**config.mk**
```make
export PLATFORM = sky130hd
export DESIGN_NAME = mfsb_bank
export DESIGN_NICKNAME = d
export VERILOG_FILES = /design/src/core/mfsb_pkg.sv /design/src/core/mfsb_chan_if.sv /design/src/core/mfsb_limit_cmp.sv /design/src/core/mfsb_trip_latch.sv /design/src/core/mfsb_bank.sv
export SDC_FILE = /design/constraint.sdc
export NUM_CORES = 1
export LEC_CHECK = 0
export BUFFER_PORTS_ARGS = -buffer_cell sky130_fd_sc_hd__buf_2
export CORE_AREA = 2 2 197 199
export CTS_CLUSTER_SIZE = 12
export DETAILED_ROUTE_END_ITERATION = 8
export DIE_AREA = 0 0 199 201
export PLACE_DENSITY_LB_ADDON = 0.25
export SLEW_MARGIN = 20
export SYNTH_ARGS = -nofsm -noshare
export SYNTH_HDL_FRONTEND = slang
export SYNTH_HIERARCHICAL = 1
export SYNTH_SLANG_ARGS = --single-unit
```
**constraint.sdc**
```tcl
create_clock -name clock_i -period 4.1 [get_ports clock_i]
set_input_delay 1.025 -clock clock_i [delete_from_list [all_inputs] [get_ports clock_i]]
set_output_delay 1.025 -clock clock_i [all_outputs]
set_load 0.05 [all_outputs]
```
**src/core/mfsb_pkg.sv**
```systemverilog
// constants of the monitor flag and status byte bank
// assumes one clock domain and a byte-wide register port
package mfsb_pkg;
    // ------------------------------------------------------------------
    // channels and widths
    // ------------------------------------------------------------------
    localparam int MFSB_NCH       = 5;
    localparam int MFSB_MEAS_W    = 16;
    localparam int MFSB_CH_TEMP   = 0;
    localparam int MFSB_CH_SUPPLY = 1;
    localparam int MFSB_CH_FIRST_MONITOR_INPUT   = 2;
    localparam int MFSB_CH_SECOND_MONITOR_INPUT   = 3;
    localparam int MFSB_CH_THIRD_MONITOR_INPUT   = 4;

    // ------------------------------------------------------------------
    // per-channel flag positions
    // ------------------------------------------------------------------
    localparam int MFSB_FL_HI_ALM = 3;
    localparam int MFSB_FL_LO_ALM = 2;
    localparam int MFSB_FL_HI_WRN = 1;
    localparam int MFSB_FL_LO_WRN = 0;

    // ------------------------------------------------------------------
    // byte offsets
    // ------------------------------------------------------------------
    localparam logic [7:0] MFSB_OFS_ALARM_SECOND = 8'h71;
    localparam logic [7:0] MFSB_OFS_RSVD_A       = 8'h72;
    localparam logic [7:0] MFSB_OFS_FAST_TRIP    = 8'h73;
    localparam logic [7:0] MFSB_OFS_WARN_FIRST   = 8'h74;
    localparam logic [7:0] MFSB_OFS_WARN_SECOND  = 8'h75;
    localparam logic [7:0] MFSB_OFS_RSVD_B       = 8'h76;
    localparam logic [7:0] MFSB_OFS_CONV_UPDATE  = 8'h77;

    // ------------------------------------------------------------------
    // field positions
    // ------------------------------------------------------------------
    localparam int MFSB_THIRD_HI_BIT = 7;
    localparam int MFSB_THIRD_LO_BIT = 6;
    localparam int MFSB_IRQ_BIT      = 0;
    localparam int MFSB_TRIP_W       = 5;
    localparam int MFSB_TRIP_HBW_BIT = 4;
    localparam int MFSB_TRIP_HBA_BIT = 3;
    localparam int MFSB_TRIP_LOS_BIT = 2;
    localparam int MFSB_TRIP_LTX_BIT = 1;
    localparam int MFSB_TRIP_HTX_BIT = 0;
    localparam int MFSB_UPD_TOP_BIT  = 7;
    localparam int MFSB_RANGE_BIT    = 0;

    // ------------------------------------------------------------------
    // reset values
    // ------------------------------------------------------------------
    localparam logic [4:0] MFSB_TRIP_RST  = 5'h00;
    localparam logic [4:0] MFSB_UPD_RST   = 5'h00;
    localparam logic [7:0] MFSB_RDATA_RST = 8'h00;
    localparam logic [3:0] MFSB_FLAG_RST  = 4'h0;
endpackage : mfsb_pkg

```
**src/core/mfsb_chan_if.sv**
```systemverilog
// carrier between the bank and one channel limit comparator
// assumes the bank drives measurement, limits and done pulse
interface mfsb_chan_if #(
    parameter int W = 16
);
    logic [W-1:0] meas;
    logic [W-1:0] hi_alm_lim;
    logic [W-1:0] lo_alm_lim;
    logic [W-1:0] hi_wrn_lim;
    logic [W-1:0] lo_wrn_lim;
    logic         done;
    logic [3:0]   flags;
    logic         valid;

    modport src (output meas, hi_alm_lim, lo_alm_lim, hi_wrn_lim,
                 output lo_wrn_lim, done, input flags, valid);
    modport cmp (input meas, hi_alm_lim, lo_alm_lim, hi_wrn_lim,
                 input lo_wrn_lim, done, output flags, valid);
endinterface : mfsb_chan_if

```
**src/core/mfsb_limit_cmp.sv**
```systemverilog
// one channel: compares each finished conversion against four limits
// assumes done is a one-cycle pulse with meas stable in that cycle
module mfsb_limit_cmp #(
    parameter bit SIGNED_CMP = 1'b0
) (
    input  wire logic  clock_i,
    input  wire logic  rst_b_i,
    input  wire logic  ce_i,
    mfsb_chan_if.cmp   ch
);
    import mfsb_pkg::*;

    typedef struct packed {
        logic [3:0] flags;
        logic       valid;
    } mfsb_cmp_state_t;

    mfsb_cmp_state_t st_reg;
    mfsb_cmp_state_t st_next;

    function automatic logic above(input logic [31:0] a,
                                   input logic [31:0] b);
        if (SIGNED_CMP) begin
            return $signed(a) > $signed(b);
        end
        return a > b;
    endfunction : above

    always_comb begin
        st_next = st_reg;
        // flags stay cleared until the first conversion lands
        // widen by sign: keeps two's complement order, and unsigned
        // order too, so one widening serves both compare kinds
        if (ce_i && ch.done) begin
            st_next.valid = 1'b1;
            st_next.flags[MFSB_FL_HI_ALM] =
                above(32'($signed(ch.meas)), 32'($signed(ch.hi_alm_lim)));
            st_next.flags[MFSB_FL_LO_ALM] =
                above(32'($signed(ch.lo_alm_lim)), 32'($signed(ch.meas)));
            st_next.flags[MFSB_FL_HI_WRN] =
                above(32'($signed(ch.meas)), 32'($signed(ch.hi_wrn_lim)));
            st_next.flags[MFSB_FL_LO_WRN] =
                above(32'($signed(ch.lo_wrn_lim)), 32'($signed(ch.meas)));
        end
    end

    always_ff @(posedge clock_i) begin
        if (!rst_b_i) begin
            st_reg <= '{flags: MFSB_FLAG_RST, valid: 1'b0};
        end else begin
            st_reg <= st_next;
        end
    end

    assign ch.flags = st_reg.flags;
    assign ch.valid = st_reg.valid;
endmodule : mfsb_limit_cmp

```
**src/core/mfsb_trip_latch.sv**
```systemverilog
// fast-trip flag holder, live or latched with write-zero clear
// assumes comparator levels are synchronous to clock_i
module mfsb_trip_latch (
    input  wire logic                               clock_i,
    input  wire logic                               rst_b_i,
    input  wire logic                               ce_i,
    input  wire logic [mfsb_pkg::MFSB_TRIP_W-1:0]   level_i,
    input  wire logic                               latch_en_i,
    input  wire logic                               clr_we_i,
    input  wire logic [mfsb_pkg::MFSB_TRIP_W-1:0]   clr_data_i,
    output logic      [mfsb_pkg::MFSB_TRIP_W-1:0]   flags_o
);
    import mfsb_pkg::*;

    typedef struct packed {
        logic [MFSB_TRIP_W-1:0] flags;
    } mfsb_trip_state_t;

    mfsb_trip_state_t       st_reg;
    mfsb_trip_state_t       st_next;
    logic [MFSB_TRIP_W-1:0] clr;

    assign clr = clr_we_i ? ~clr_data_i : '0;

    always_comb begin
        st_next = st_reg;
        if (ce_i) begin
            if (latch_en_i) begin
                // a live trip in the clearing cycle keeps its flag
                st_next.flags = (st_reg.flags & ~clr) | level_i;
            end else begin
                st_next.flags = level_i;
            end
        end
    end

    always_ff @(posedge clock_i) begin
        if (!rst_b_i) begin
            st_reg <= '{flags: MFSB_TRIP_RST};
        end else begin
            st_reg <= st_next;
        end
    end

    assign flags_o = st_reg.flags;
endmodule : mfsb_trip_latch

```
**src/core/mfsb_bank.sv**
```systemverilog
// monitor flag and status byte bank: alarm, warning, fast-trip and
// conversion-update bytes with maskable interrupt
// assumes a byte register port already decoded from the serial link
// Function
// - third input high alarm flag follows measurement above high limit
// - third input low alarm flag follows measurement below low limit
// - interrupt bit is OR of all enabled alarm and warning flags
// - a select bit chooses which of two four-byte mask sets applies
// - all-zero active mask set forces the interrupt bit to zero
// - flags stay zero until the channel's first conversion
// - fast-trip byte resets to zero, top three bits read zero
// - bit 4 shows bias above high bias warning limit
// - bit 3 shows bias above high bias alarm limit
// - bit 2 shows loss-of-signal measurement below its limit
// - bit 1 shows received power below low transmit power limit
// - bit 0 shows received power above high transmit power limit
// - latched trip flags hold until host writes them to zero
// - warning bits 7 and 6 track temperature high and low limits
// - warning bits 5 and 4 track supply high and low limits
// - warning bits 3 and 2 track first input high and low limits
// - warning bits 1 and 0 track second input high and low limits
// - second warning byte bits 7 and 6 track third input limits
// - update bits set after each conversion of their channel
// - host-cleared update bit stays zero until next conversion
// - update byte bits 2 and 1 read zero, bits 7 to 3 reset to zero
// - update byte bit 0 reports fine or coarse received power range
// - mask bit one lets its flag reach the interrupt, zero blocks
module mfsb_bank #(
    parameter int MEAS_W = mfsb_pkg::MFSB_MEAS_W
) (
    input  wire logic                                    clock_i,
    input  wire logic                                    rst_b_i,
    input  wire logic                                    ce_i,
    input  wire logic [mfsb_pkg::MFSB_NCH-1:0][MEAS_W-1:0] meas_i,
    input  wire logic [mfsb_pkg::MFSB_NCH-1:0]           conv_done_i,
    input  wire logic [mfsb_pkg::MFSB_NCH-1:0][MEAS_W-1:0] hi_alm_lim_i,
    input  wire logic [mfsb_pkg::MFSB_NCH-1:0][MEAS_W-1:0] lo_alm_lim_i,
    input  wire logic [mfsb_pkg::MFSB_NCH-1:0][MEAS_W-1:0] hi_wrn_lim_i,
    input  wire logic [mfsb_pkg::MFSB_NCH-1:0][MEAS_W-1:0] lo_wrn_lim_i,
    input  wire logic [mfsb_pkg::MFSB_TRIP_W-1:0]        trip_level_i,
    input  wire logic                                    trip_latch_en_i,
    input  wire logic [31:0]                             mask_set_a_i,
    input  wire logic [31:0]                             mask_set_b_i,
    input  wire logic                                    mask_set_sel_i,
    input  wire logic                                    rx_power_range_i,
    input  wire logic [7:0]                              reg_addr_i,
    input  wire logic                                    reg_wr_i,
    input  wire logic                                    reg_rd_i,
    input  wire logic [7:0]                              reg_wdata_i,
    output logic      [7:0]                              reg_rdata_o,
    output logic                                         maskable_irq_o,
    output logic      [mfsb_pkg::MFSB_TRIP_W-1:0]        trip_flags_o
);
    import mfsb_pkg::*;

    typedef struct packed {
        logic [7:0]          rdata;
        logic                irq;
        logic [MFSB_NCH-1:0] upd;
    } mfsb_bank_state_t;

    mfsb_bank_state_t          st_reg;
    mfsb_bank_state_t          st_next;
    logic [MFSB_NCH-1:0][3:0]  chan_flags;
    logic [MFSB_NCH-1:0]       chan_valid;
    logic [7:0]                alarm_first;
    logic [7:0]                alarm_second;
    logic [7:0]                warn_first;
    logic [7:0]                warn_second;
    logic [7:0]                upd_byte;
    logic [31:0]               flag_vec;
    logic [31:0]               mask_act;
    logic                      irq_calc;
    logic [7:0]                rd_mux;
    logic                      wr_trip;
    logic                      wr_upd;
    logic [MFSB_TRIP_W-1:0]    trip_flags;

    // ------------------------------------------------------------------
    // per-channel limit comparators
    // ------------------------------------------------------------------
    for (genvar i = 0; i < MFSB_NCH; i++) begin : g_chan
        mfsb_chan_if #(.W(MEAS_W)) chan ();

        assign chan.meas       = meas_i[i];
        assign chan.hi_alm_lim = hi_alm_lim_i[i];
        assign chan.lo_alm_lim = lo_alm_lim_i[i];
        assign chan.hi_wrn_lim = hi_wrn_lim_i[i];
        assign chan.lo_wrn_lim = lo_wrn_lim_i[i];
        assign chan.done       = conv_done_i[i];
        assign chan_flags[i]   = chan.flags;
        assign chan_valid[i]   = chan.valid;

        // temperature is two's complement, the rest unsigned
        mfsb_limit_cmp #(
            .SIGNED_CMP (i == MFSB_CH_TEMP)
        ) u_cmp (
            .clock_i (clock_i),
            .rst_b_i (rst_b_i),
            .ce_i    (ce_i),
            .ch      (chan)
        );

        if (i < MFSB_CH_THIRD_MONITOR_INPUT) begin : g_first
            assign alarm_first[7-2*i] = chan.flags[MFSB_FL_HI_ALM];
            assign alarm_first[6-2*i] = chan.flags[MFSB_FL_LO_ALM];
            assign warn_first[7-2*i]  = chan.flags[MFSB_FL_HI_WRN];
            assign warn_first[6-2*i]  = chan.flags[MFSB_FL_LO_WRN];
        end
        assign upd_byte[MFSB_UPD_TOP_BIT-i] = st_reg.upd[i];
    end

    // ------------------------------------------------------------------
    // status byte assembly
    // ------------------------------------------------------------------
    assign alarm_second = {chan_flags[MFSB_CH_THIRD_MONITOR_INPUT][MFSB_FL_HI_ALM],
                           chan_flags[MFSB_CH_THIRD_MONITOR_INPUT][MFSB_FL_LO_ALM],
                           5'h00, st_reg.irq};
    assign warn_second  = {chan_flags[MFSB_CH_THIRD_MONITOR_INPUT][MFSB_FL_HI_WRN],
                           chan_flags[MFSB_CH_THIRD_MONITOR_INPUT][MFSB_FL_LO_WRN],
                           6'h00};
    assign upd_byte[2:1]          = 2'h0;
    assign upd_byte[MFSB_RANGE_BIT] = rx_power_range_i;

    // ------------------------------------------------------------------
    // maskable interrupt
    // ------------------------------------------------------------------
    assign mask_act = mask_set_sel_i ? mask_set_b_i : mask_set_a_i;
    assign flag_vec = {alarm_first, alarm_second[7:6], 6'h00,
                       warn_first, warn_second[7:6], 6'h00};
    // zero masks give zero here as well
    assign irq_calc = |(flag_vec & mask_act);

    // ------------------------------------------------------------------
    // fast-trip flags
    // ------------------------------------------------------------------
    assign wr_trip = ce_i && reg_wr_i && (reg_addr_i == MFSB_OFS_FAST_TRIP);

    // level bits arrive in byte order
    mfsb_trip_latch u_trip (
        .clock_i    (clock_i),
        .rst_b_i    (rst_b_i),
        .ce_i       (ce_i),
        .level_i    (trip_level_i),
        .latch_en_i (trip_latch_en_i),
        .clr_we_i   (wr_trip),
        .clr_data_i (reg_wdata_i[MFSB_TRIP_W-1:0]),
        .flags_o    (trip_flags)
    );

    // ------------------------------------------------------------------
    // read multiplexer
    // ------------------------------------------------------------------
    always_comb begin
        unique case (reg_addr_i)
            MFSB_OFS_ALARM_SECOND: rd_mux = alarm_second;
            MFSB_OFS_FAST_TRIP:    rd_mux = {3'h0, trip_flags};
            MFSB_OFS_WARN_FIRST:   rd_mux = warn_first;
            MFSB_OFS_WARN_SECOND:  rd_mux = warn_second;
            MFSB_OFS_CONV_UPDATE:  rd_mux = upd_byte;
            default:               rd_mux = 8'h00;
        endcase
    end

    // ------------------------------------------------------------------
    // bank state
    // ------------------------------------------------------------------
    assign wr_upd = reg_wr_i && (reg_addr_i == MFSB_OFS_CONV_UPDATE);

    // writes to alarm and warning bytes have no path into state
    always_comb begin
        st_next = st_reg;
        if (ce_i) begin
            st_next.irq = irq_calc;
            for (int i = 0; i < MFSB_NCH; i++) begin
                // a conversion in the clearing cycle wins
                st_next.upd[i] = (st_reg.upd[i] &
                    ~(wr_upd & ~reg_wdata_i[MFSB_UPD_TOP_BIT-i])) |
                    conv_done_i[i];
            end
            if (reg_rd_i) begin
                st_next.rdata = rd_mux;
            end
        end
    end

    always_ff @(posedge clock_i) begin
        if (!rst_b_i) begin
            st_reg <= '{rdata: MFSB_RDATA_RST, irq: 1'b0,
                        upd: MFSB_UPD_RST};
        end else begin
            st_reg <= st_next;
        end
    end

    assign reg_rdata_o    = st_reg.rdata;
    assign maskable_irq_o = st_reg.irq;
    assign trip_flags_o   = trip_flags;

    logic [MEAS_W-1:0] third_monitor_input_meas;
    logic [MEAS_W-1:0] third_monitor_input_hi_alm;
    logic [MEAS_W-1:0] third_monitor_input_lo_alm;
    logic [MEAS_W-1:0] first_monitor_input_meas;
    logic [MEAS_W-1:0] first_monitor_input_hi_wrn;
    logic              third_monitor_input_done;
    logic              first_monitor_input_done;

    assign third_monitor_input_meas   = meas_i[MFSB_CH_THIRD_MONITOR_INPUT];
    assign third_monitor_input_hi_alm = hi_alm_lim_i[MFSB_CH_THIRD_MONITOR_INPUT];
    assign third_monitor_input_lo_alm = lo_alm_lim_i[MFSB_CH_THIRD_MONITOR_INPUT];
    assign first_monitor_input_meas   = meas_i[MFSB_CH_FIRST_MONITOR_INPUT];
    assign first_monitor_input_hi_wrn = hi_wrn_lim_i[MFSB_CH_FIRST_MONITOR_INPUT];
    assign third_monitor_input_done   = conv_done_i[MFSB_CH_THIRD_MONITOR_INPUT];
    assign first_monitor_input_done   = conv_done_i[MFSB_CH_FIRST_MONITOR_INPUT];
endmodule : mfsb_bank

```
==> results_dict.tcl, run 1 <==
set metrics [dict create \
    status "complete, no violations" \
    post_cts_resized 0 \
    syn_nets 2142 \
    cts_num_sinks 39 \
    utilization_pct 35.2 \
    routed_wirelength_mm 40.5 \
    numCtsBuffers 5 \
    drive_gt1_share_pct 29.3 \
    cp-start-kind "primary input" \
    postCtsSetupBuffers 0 \
    clk_pin_slew_ns 0.07 \
    gr-usage-all-layers_pct 19.7 \
    gp_congestion 0.914 \
    grt_pass1_wl_mm 60.6 \
    worstHoldStart "g_chan[0].u_cmp/ch.flags[3]" \
    chipHeight_um 201 \
    switching_power_uw 807 \
    rsz0062_at_grt "false" \
    max_freq_ghz 0.363 \
    rr_worst_depth 4 \
    skew_ns 0.00338 \
    finalWorstSetupSlack_ns 1.35 \
    power.density_nw_per_um2 150 \
    cp_slowest_stage_delay_ns 0.53 \
    wl_met3_mm 2.60 \
    dp_slack_ns 0.841 \
    routed.top_layer "met5" \
    antenna_found_initial 11 \
    r2r-end "maskable_irq_o" \
    fin_setup_tns_ns 0 \
    postSynthAreaPerCell_sq_um 7.83 \
    worstPathCellList "buf_2 -> mux2_4 -> a22o_1 -> a221oi_2 -> nand4_1 -> o221a_1" \
    sequentialPowerShare_pct 21.0 \
    finalMaxSlewViolations 0 \
    setup_viol 0 \
    grt_pass1_vias 11300 \
    finalCritPeriodShare_pct 67.1 \
    clock_path_buffers 2 \
    largest_reg_flops 20 \
    cap_viol_max_count 0 \
    clkLatencyLatePin_ns 0.30 \
    drt_iter0_markers 275 \
    drt-met1-wl_mm 17.5 \
    worstSetupPathType "in -> reg" \
    wl_met2_mm 19.8 \
    sw_frac_of_total_pct 40.0 \
    timing.critical_path.from "mask_set_sel_i" \
    dieArea_sq_um 40000 \
    grt_start_max_net_pins 39 \
    core_area_sq_um 38100 \
    port_buffers 487 \
    avgRoutedWirePerCell_um 17.6 \
    syn_inst 1308 \
    share_comb_of_total_power_pct 54.9 \
    start_util_pct 26.9 \
    grt_overflow_total 0 \
    area_growth_pct 30.8 \
    holdPathEnd "g_chan[0].u_cmp/ch.flags[3]" \
    min_path_type "reg -> reg" \
    relSlewSlack_pct 48.1 \
    vias 11100 \
    hold_depth 2 \
    routed_via_density 4.80 \
    drc 0 \
    postRouteAntennaNets 0 \
    synth_area_sq_um 10200 \
    cts.htree.levels 2 \
    worst_pin_slew_ns 0.778 \
    rows 72 \
    worstPathMaxFanout 20 \
    p_clk_share_pct 24.0 \
    dp_hpwl_mm 37.0 \
    dieWidth_um 199 \
    cts_tree "yes" \
    reg2reg_slack_ns 2.65 \
    final_hold_viol_count 0 \
    nets 2617 \
    reg2reg_from "g_chan[3].u_cmp/ch.flags[1]" \
    slowest_stage "buf_2" \
    firstDrtPassIters 6 \
    cellLeakagePower_nw 7.74 \
    arrival_ns 2.94 \
    fin_crit_ns 2.75 \
    yosysWarnings 6 \
    num_io_pins 512 \
    ctsHoldBuffers 0 \
    peakVddDrop_uv 128 \
    p_int_mw 1.21 \
    fillerInstances 4175 \
    cts-root-buf "clkbuf_16" \
    cp-end-kind "register" \
    crit_required_ns 4.29 \
]
worst max-delay path: cells and delay by family:
kind / cells / cell delay, ns
muxes: 1 / 0.36
buffers and inverters: 1 / 0.53
AOI/OAI and AO/OA: 3 / 0.85
and+or+nand+nor: 1 / 0.15
power by group through the flow:
stage	clock network [mW]	registers (mW)	logic, mW
after CTS	0.508	0.426	1.12
after detailed placement	0	0.435	1.11
final	0.485	0.424	1.11
after global routing	0.522	0.428	1.27
after floorplan	0	0.438	0.614
after global placement	0	0.434	1.09
placed cells by master, fill, tap and decap left out, drive strengths merged, types with 5 or more instances in the layout:
cell     instances
clkbuf           5
nand3           30
o31a             8
nand4           54
nand2b          11
and3            10
diode            8
a21o            53
nand2           74
mux2i           10
mux2            18
o2111ai          5
a211oi          20
and4            17
buf            488
nor2             7
o211ai          25
o21ai           50
and2            19
nor3            24
dfxtp           39
a21boi          16
a31oi           13
ha             336
nor3b           10
inv            264
nor4             8
a21oi          101
a22oi            7
nor2b           17
per-stage QoR:
step                      std cells  power (mW)  cell area [sq um]  hold slack (ns)
final                          2310        2.02              13400            0.481
after detailed placement       2294        1.55              13200            0.472
after global placement         2294        1.52              13200            0.468
after CTS                      2302        2.05              13400            0.483
after global routing           2307        2.22              13400            0.488
after floorplan                1308        1.05              10200            0.426
final cells by class:
class                           count  area [sq um]  area share (%)
Antenna cell                        8          20.0           0.149
Sequential cell                    39           781            5.83
Tap cell                          518           648            4.84
Timing Repair Buffer              488          2440            18.2
Clock buffer                        5           125           0.934
Clock inverter                      3          43.8           0.327
Inverter                          264           991            7.40
Multi-Input combinational cell    985          8350            62.3
worst max-delay path by stage:
stage	to	slack, ns	depth (start not counted)
6_report	maskable_irq_o	1.35	6
5_1_grt	maskable_irq_o	1.15	5
4_1_cts	maskable_irq_o	1.16	5
3_5_place_dp	maskable_irq_o	0.84	5
3_3_place_gp	maskable_irq_o	0.89	5
2_1_floorplan	g_chan[0].u_cmp/ch.flags[2]	1.47	7
metal layers:
metal,vias up,GRT usage (%)
met2,340,36.0
met4,10,3.97
met1,5000,23.7
met5,-,0
met3,42,3.81
li1,5704,-
No activity file was read; power rests on OpenSTA's default activity.
==> run 2: changes to the inputs <==
--- a/config.mk
+++ b/config.mk
@@ -6,10 +6,10 @@
 export NUM_CORES = 1
 export LEC_CHECK = 0
 export BUFFER_PORTS_ARGS = -buffer_cell sky130_fd_sc_hd__buf_2
-export CORE_AREA = 2 2 197 199
+export CORE_AREA = 2 2 199 201
 export CTS_CLUSTER_SIZE = 12
 export DETAILED_ROUTE_END_ITERATION = 8
-export DIE_AREA = 0 0 199 201
+export DIE_AREA = 0 0 201 203
 export PLACE_DENSITY_LB_ADDON = 0.25
 export SLEW_MARGIN = 20
 export SYNTH_ARGS = -nofsm -noshare
==> constraint.sdc (replaced) <==
create_clock -name clock_i -period 2.6 [get_ports clock_i]
set_input_delay 0.65 -clock clock_i [delete_from_list [all_inputs] [get_ports clock_i]]
set_output_delay 0.65 -clock clock_i [all_outputs]
set_load 0.05 [all_outputs]
==> results_dict.tcl, run 2 (synthesized netlist as in run 1, its figures left out) <==
set metrics [dict create \
    postRouteAntennaNets 0 \
    grt_pass1_wl_mm 63.1 \
    max_freq_ghz 0.424 \
    grt_overflow_total 0 \
    layout.cells.non_filler 2334 \
    worst_pin_slew_ns 0.816 \
    rsz0062_at_grt "false" \
    rows 72 \
    fin_setup_tns_ns 0 \
    critical-path-top-delay-family "compound AO/OA/AOI/OAI gates" \
    clock_path_buffers 2 \
    drt_iter0_markers 341 \
    status "complete, no violations" \
    grt_pass1_vias 11600 \
    port_buffers 487 \
    worstPathCellList "buf_2 -> inv_1 -> ha_1 -> nand4_1 -> nor4_1 -> buf_4 -> a21boi_0 -> o21bai_1 -> a32o_1" \
    numCtsBuffers 5 \
    antenna_found_initial 9 \
    routed_wirelength_mm 41.7 \
    post_cts_resized 0 \
    nets 2642 \
    chipHeight_um 203 \
    finalPower_mw 3.34 \
    hold_depth 2 \
    cp-start-kind "primary input" \
    area_growth_pct 32.9 \
    start_util_pct 26.6 \
    gp_congestion 0.955 \
    cellLeakagePower_nw 7.87 \
    worstPathMaxFanout 2 \
    reg2reg_slack_ns 1.20 \
    cap_viol_max_count 0 \
    final_hold_viol_count 0 \
    hold_ws_ns 0.482 \
    clk_pin_slew_ns 0.07 \
    worstHoldStart "st_reg[4]" \
    dp_hpwl_mm 38.3 \
    reg2reg_from "g_chan[0].u_cmp/ch.flags[1]" \
    firstDrtPassIters 6 \
    cts_tree "yes" \
    routed_via_density 4.78 \
    num_io_pins 512 \
    fin_crit_ns 2.36 \
    dieArea_sq_um 40800 \
    worstSetupPathType "in -> reg" \
    crit_required_ns 2.78 \
    dieWidth_um 201 \
    relSlewSlack_pct 45.6 \
    avgRoutedWirePerCell_um 17.9 \
    holdPathEnd "st_reg[4]" \
    dp.cells 2319 \
    core_area_sq_um 38500 \
    ctsHoldBuffers 0 \
    min_path_type "reg -> reg" \
    setup_viol 0 \
    drc 0 \
    slowest_stage "nor4_1" \
    arrival_ns 2.54 \
    finalMaxSlewViolations 0 \
    largest_reg_flops 20 \
    postCtsSetupBuffers 0 \
    grt_start_max_net_pins 34 \
    clkLatencyLatePin_ns 0.30 \
    r2r-end "maskable_irq_o" \
    rr_worst_depth 4 \
    vias 11200 \
    power.density_nw_per_um2 245 \
    cp-end-kind "register" \
    gr-usage-all-layers_pct 19.9 \
    layout_commonest_cell "buf_2" \
    finalCritPeriodShare_pct 90.7 \
    skew_ns 0.00847 \
    drive_gt1_share_pct 30.3 \
    cts.htree.levels 2 \
    cp_slowest_stage_delay_ns 0.43 \
    cts-root-buf "clkbuf_16" \
    peakVddDrop_uv 196 \
    cts_num_sinks 39 \
    layout_common_cells "buf_2, ha_1, inv_1" \
    path_buf_inv 3 \
]
-- run 2: stage by stage --
stage / util (%) / area (sq um) / worst slack [ns]
2_1_floorplan: - / 10200 / 0.341
3_3_place_gp: 34.9 / 13400 / 0.0724
3_5_place_dp: 34.9 / 13400 / 0.0237
4_1_cts: 35.4 / 13600 / 0.343
5_1_grt: 35.4 / 13600 / 0.176
6_report: 35.4 / 13600 / 0.241
-- run 2: where the power goes --
group,internal (mW),leakage (nW),switching (mW)
clock network,0.552,0.0901,0.312
registers,0.629,0.319,0.0426
logic,0.854,7.46,0.947
-- run 2: worst max-delay path by stage --
stage | cells after the start | from | end | slack, ns
floorplan | 7 | meas_i[13] | g_chan[0].u_cmp/ch.flags[2] | 0.34
global placement | 9 | meas_i[15] | g_chan[0].u_cmp/ch.flags[2] | 0.07
detailed placement | 9 | meas_i[9] | g_chan[0].u_cmp/ch.flags[2] | 0.02
CTS | 9 | meas_i[15] | g_chan[0].u_cmp/ch.flags[2] | 0.34
global route | 9 | meas_i[15] | g_chan[0].u_cmp/ch.flags[2] | 0.18
finish | 9 | meas_i[9] | g_chan[0].u_cmp/ch.flags[2] | 0.24
-- run 2: routing by layer --
metal  GRT usage (%)  vias up  part of all wire (%)
li1                -     5751                     -
met1            24.4     5064                    44
met2            36.6      320                    49
met3            3.11       29                   4.9
met4            3.65        4                   1.4
met5               0        -                 0.058
-- run 2: cell type report --
| type | instances | area [sq um] |
|---|---|---|
| tap | 518 | 648 |
| antenna | 7 | 17.5 |
| sequential | 39 | 781 |
| inverter | 264 | 991 |
| fill | 4205 | 24800 |
| clock inverter | 3 | 67.6 |
| multi-input combinational | 985 | 8350 |
| clock buffer | 5 | 125 |
| timing repair buffer | 513 | 2650 |
-- run 2: worst register-to-register path, cell delays in order (launching register included) --
cell,delay [ns]
dfxtp_1,0.37
a222oi_1,0.42
buf_4,0.20
nand4_1,0.09
o221a_1,0.22
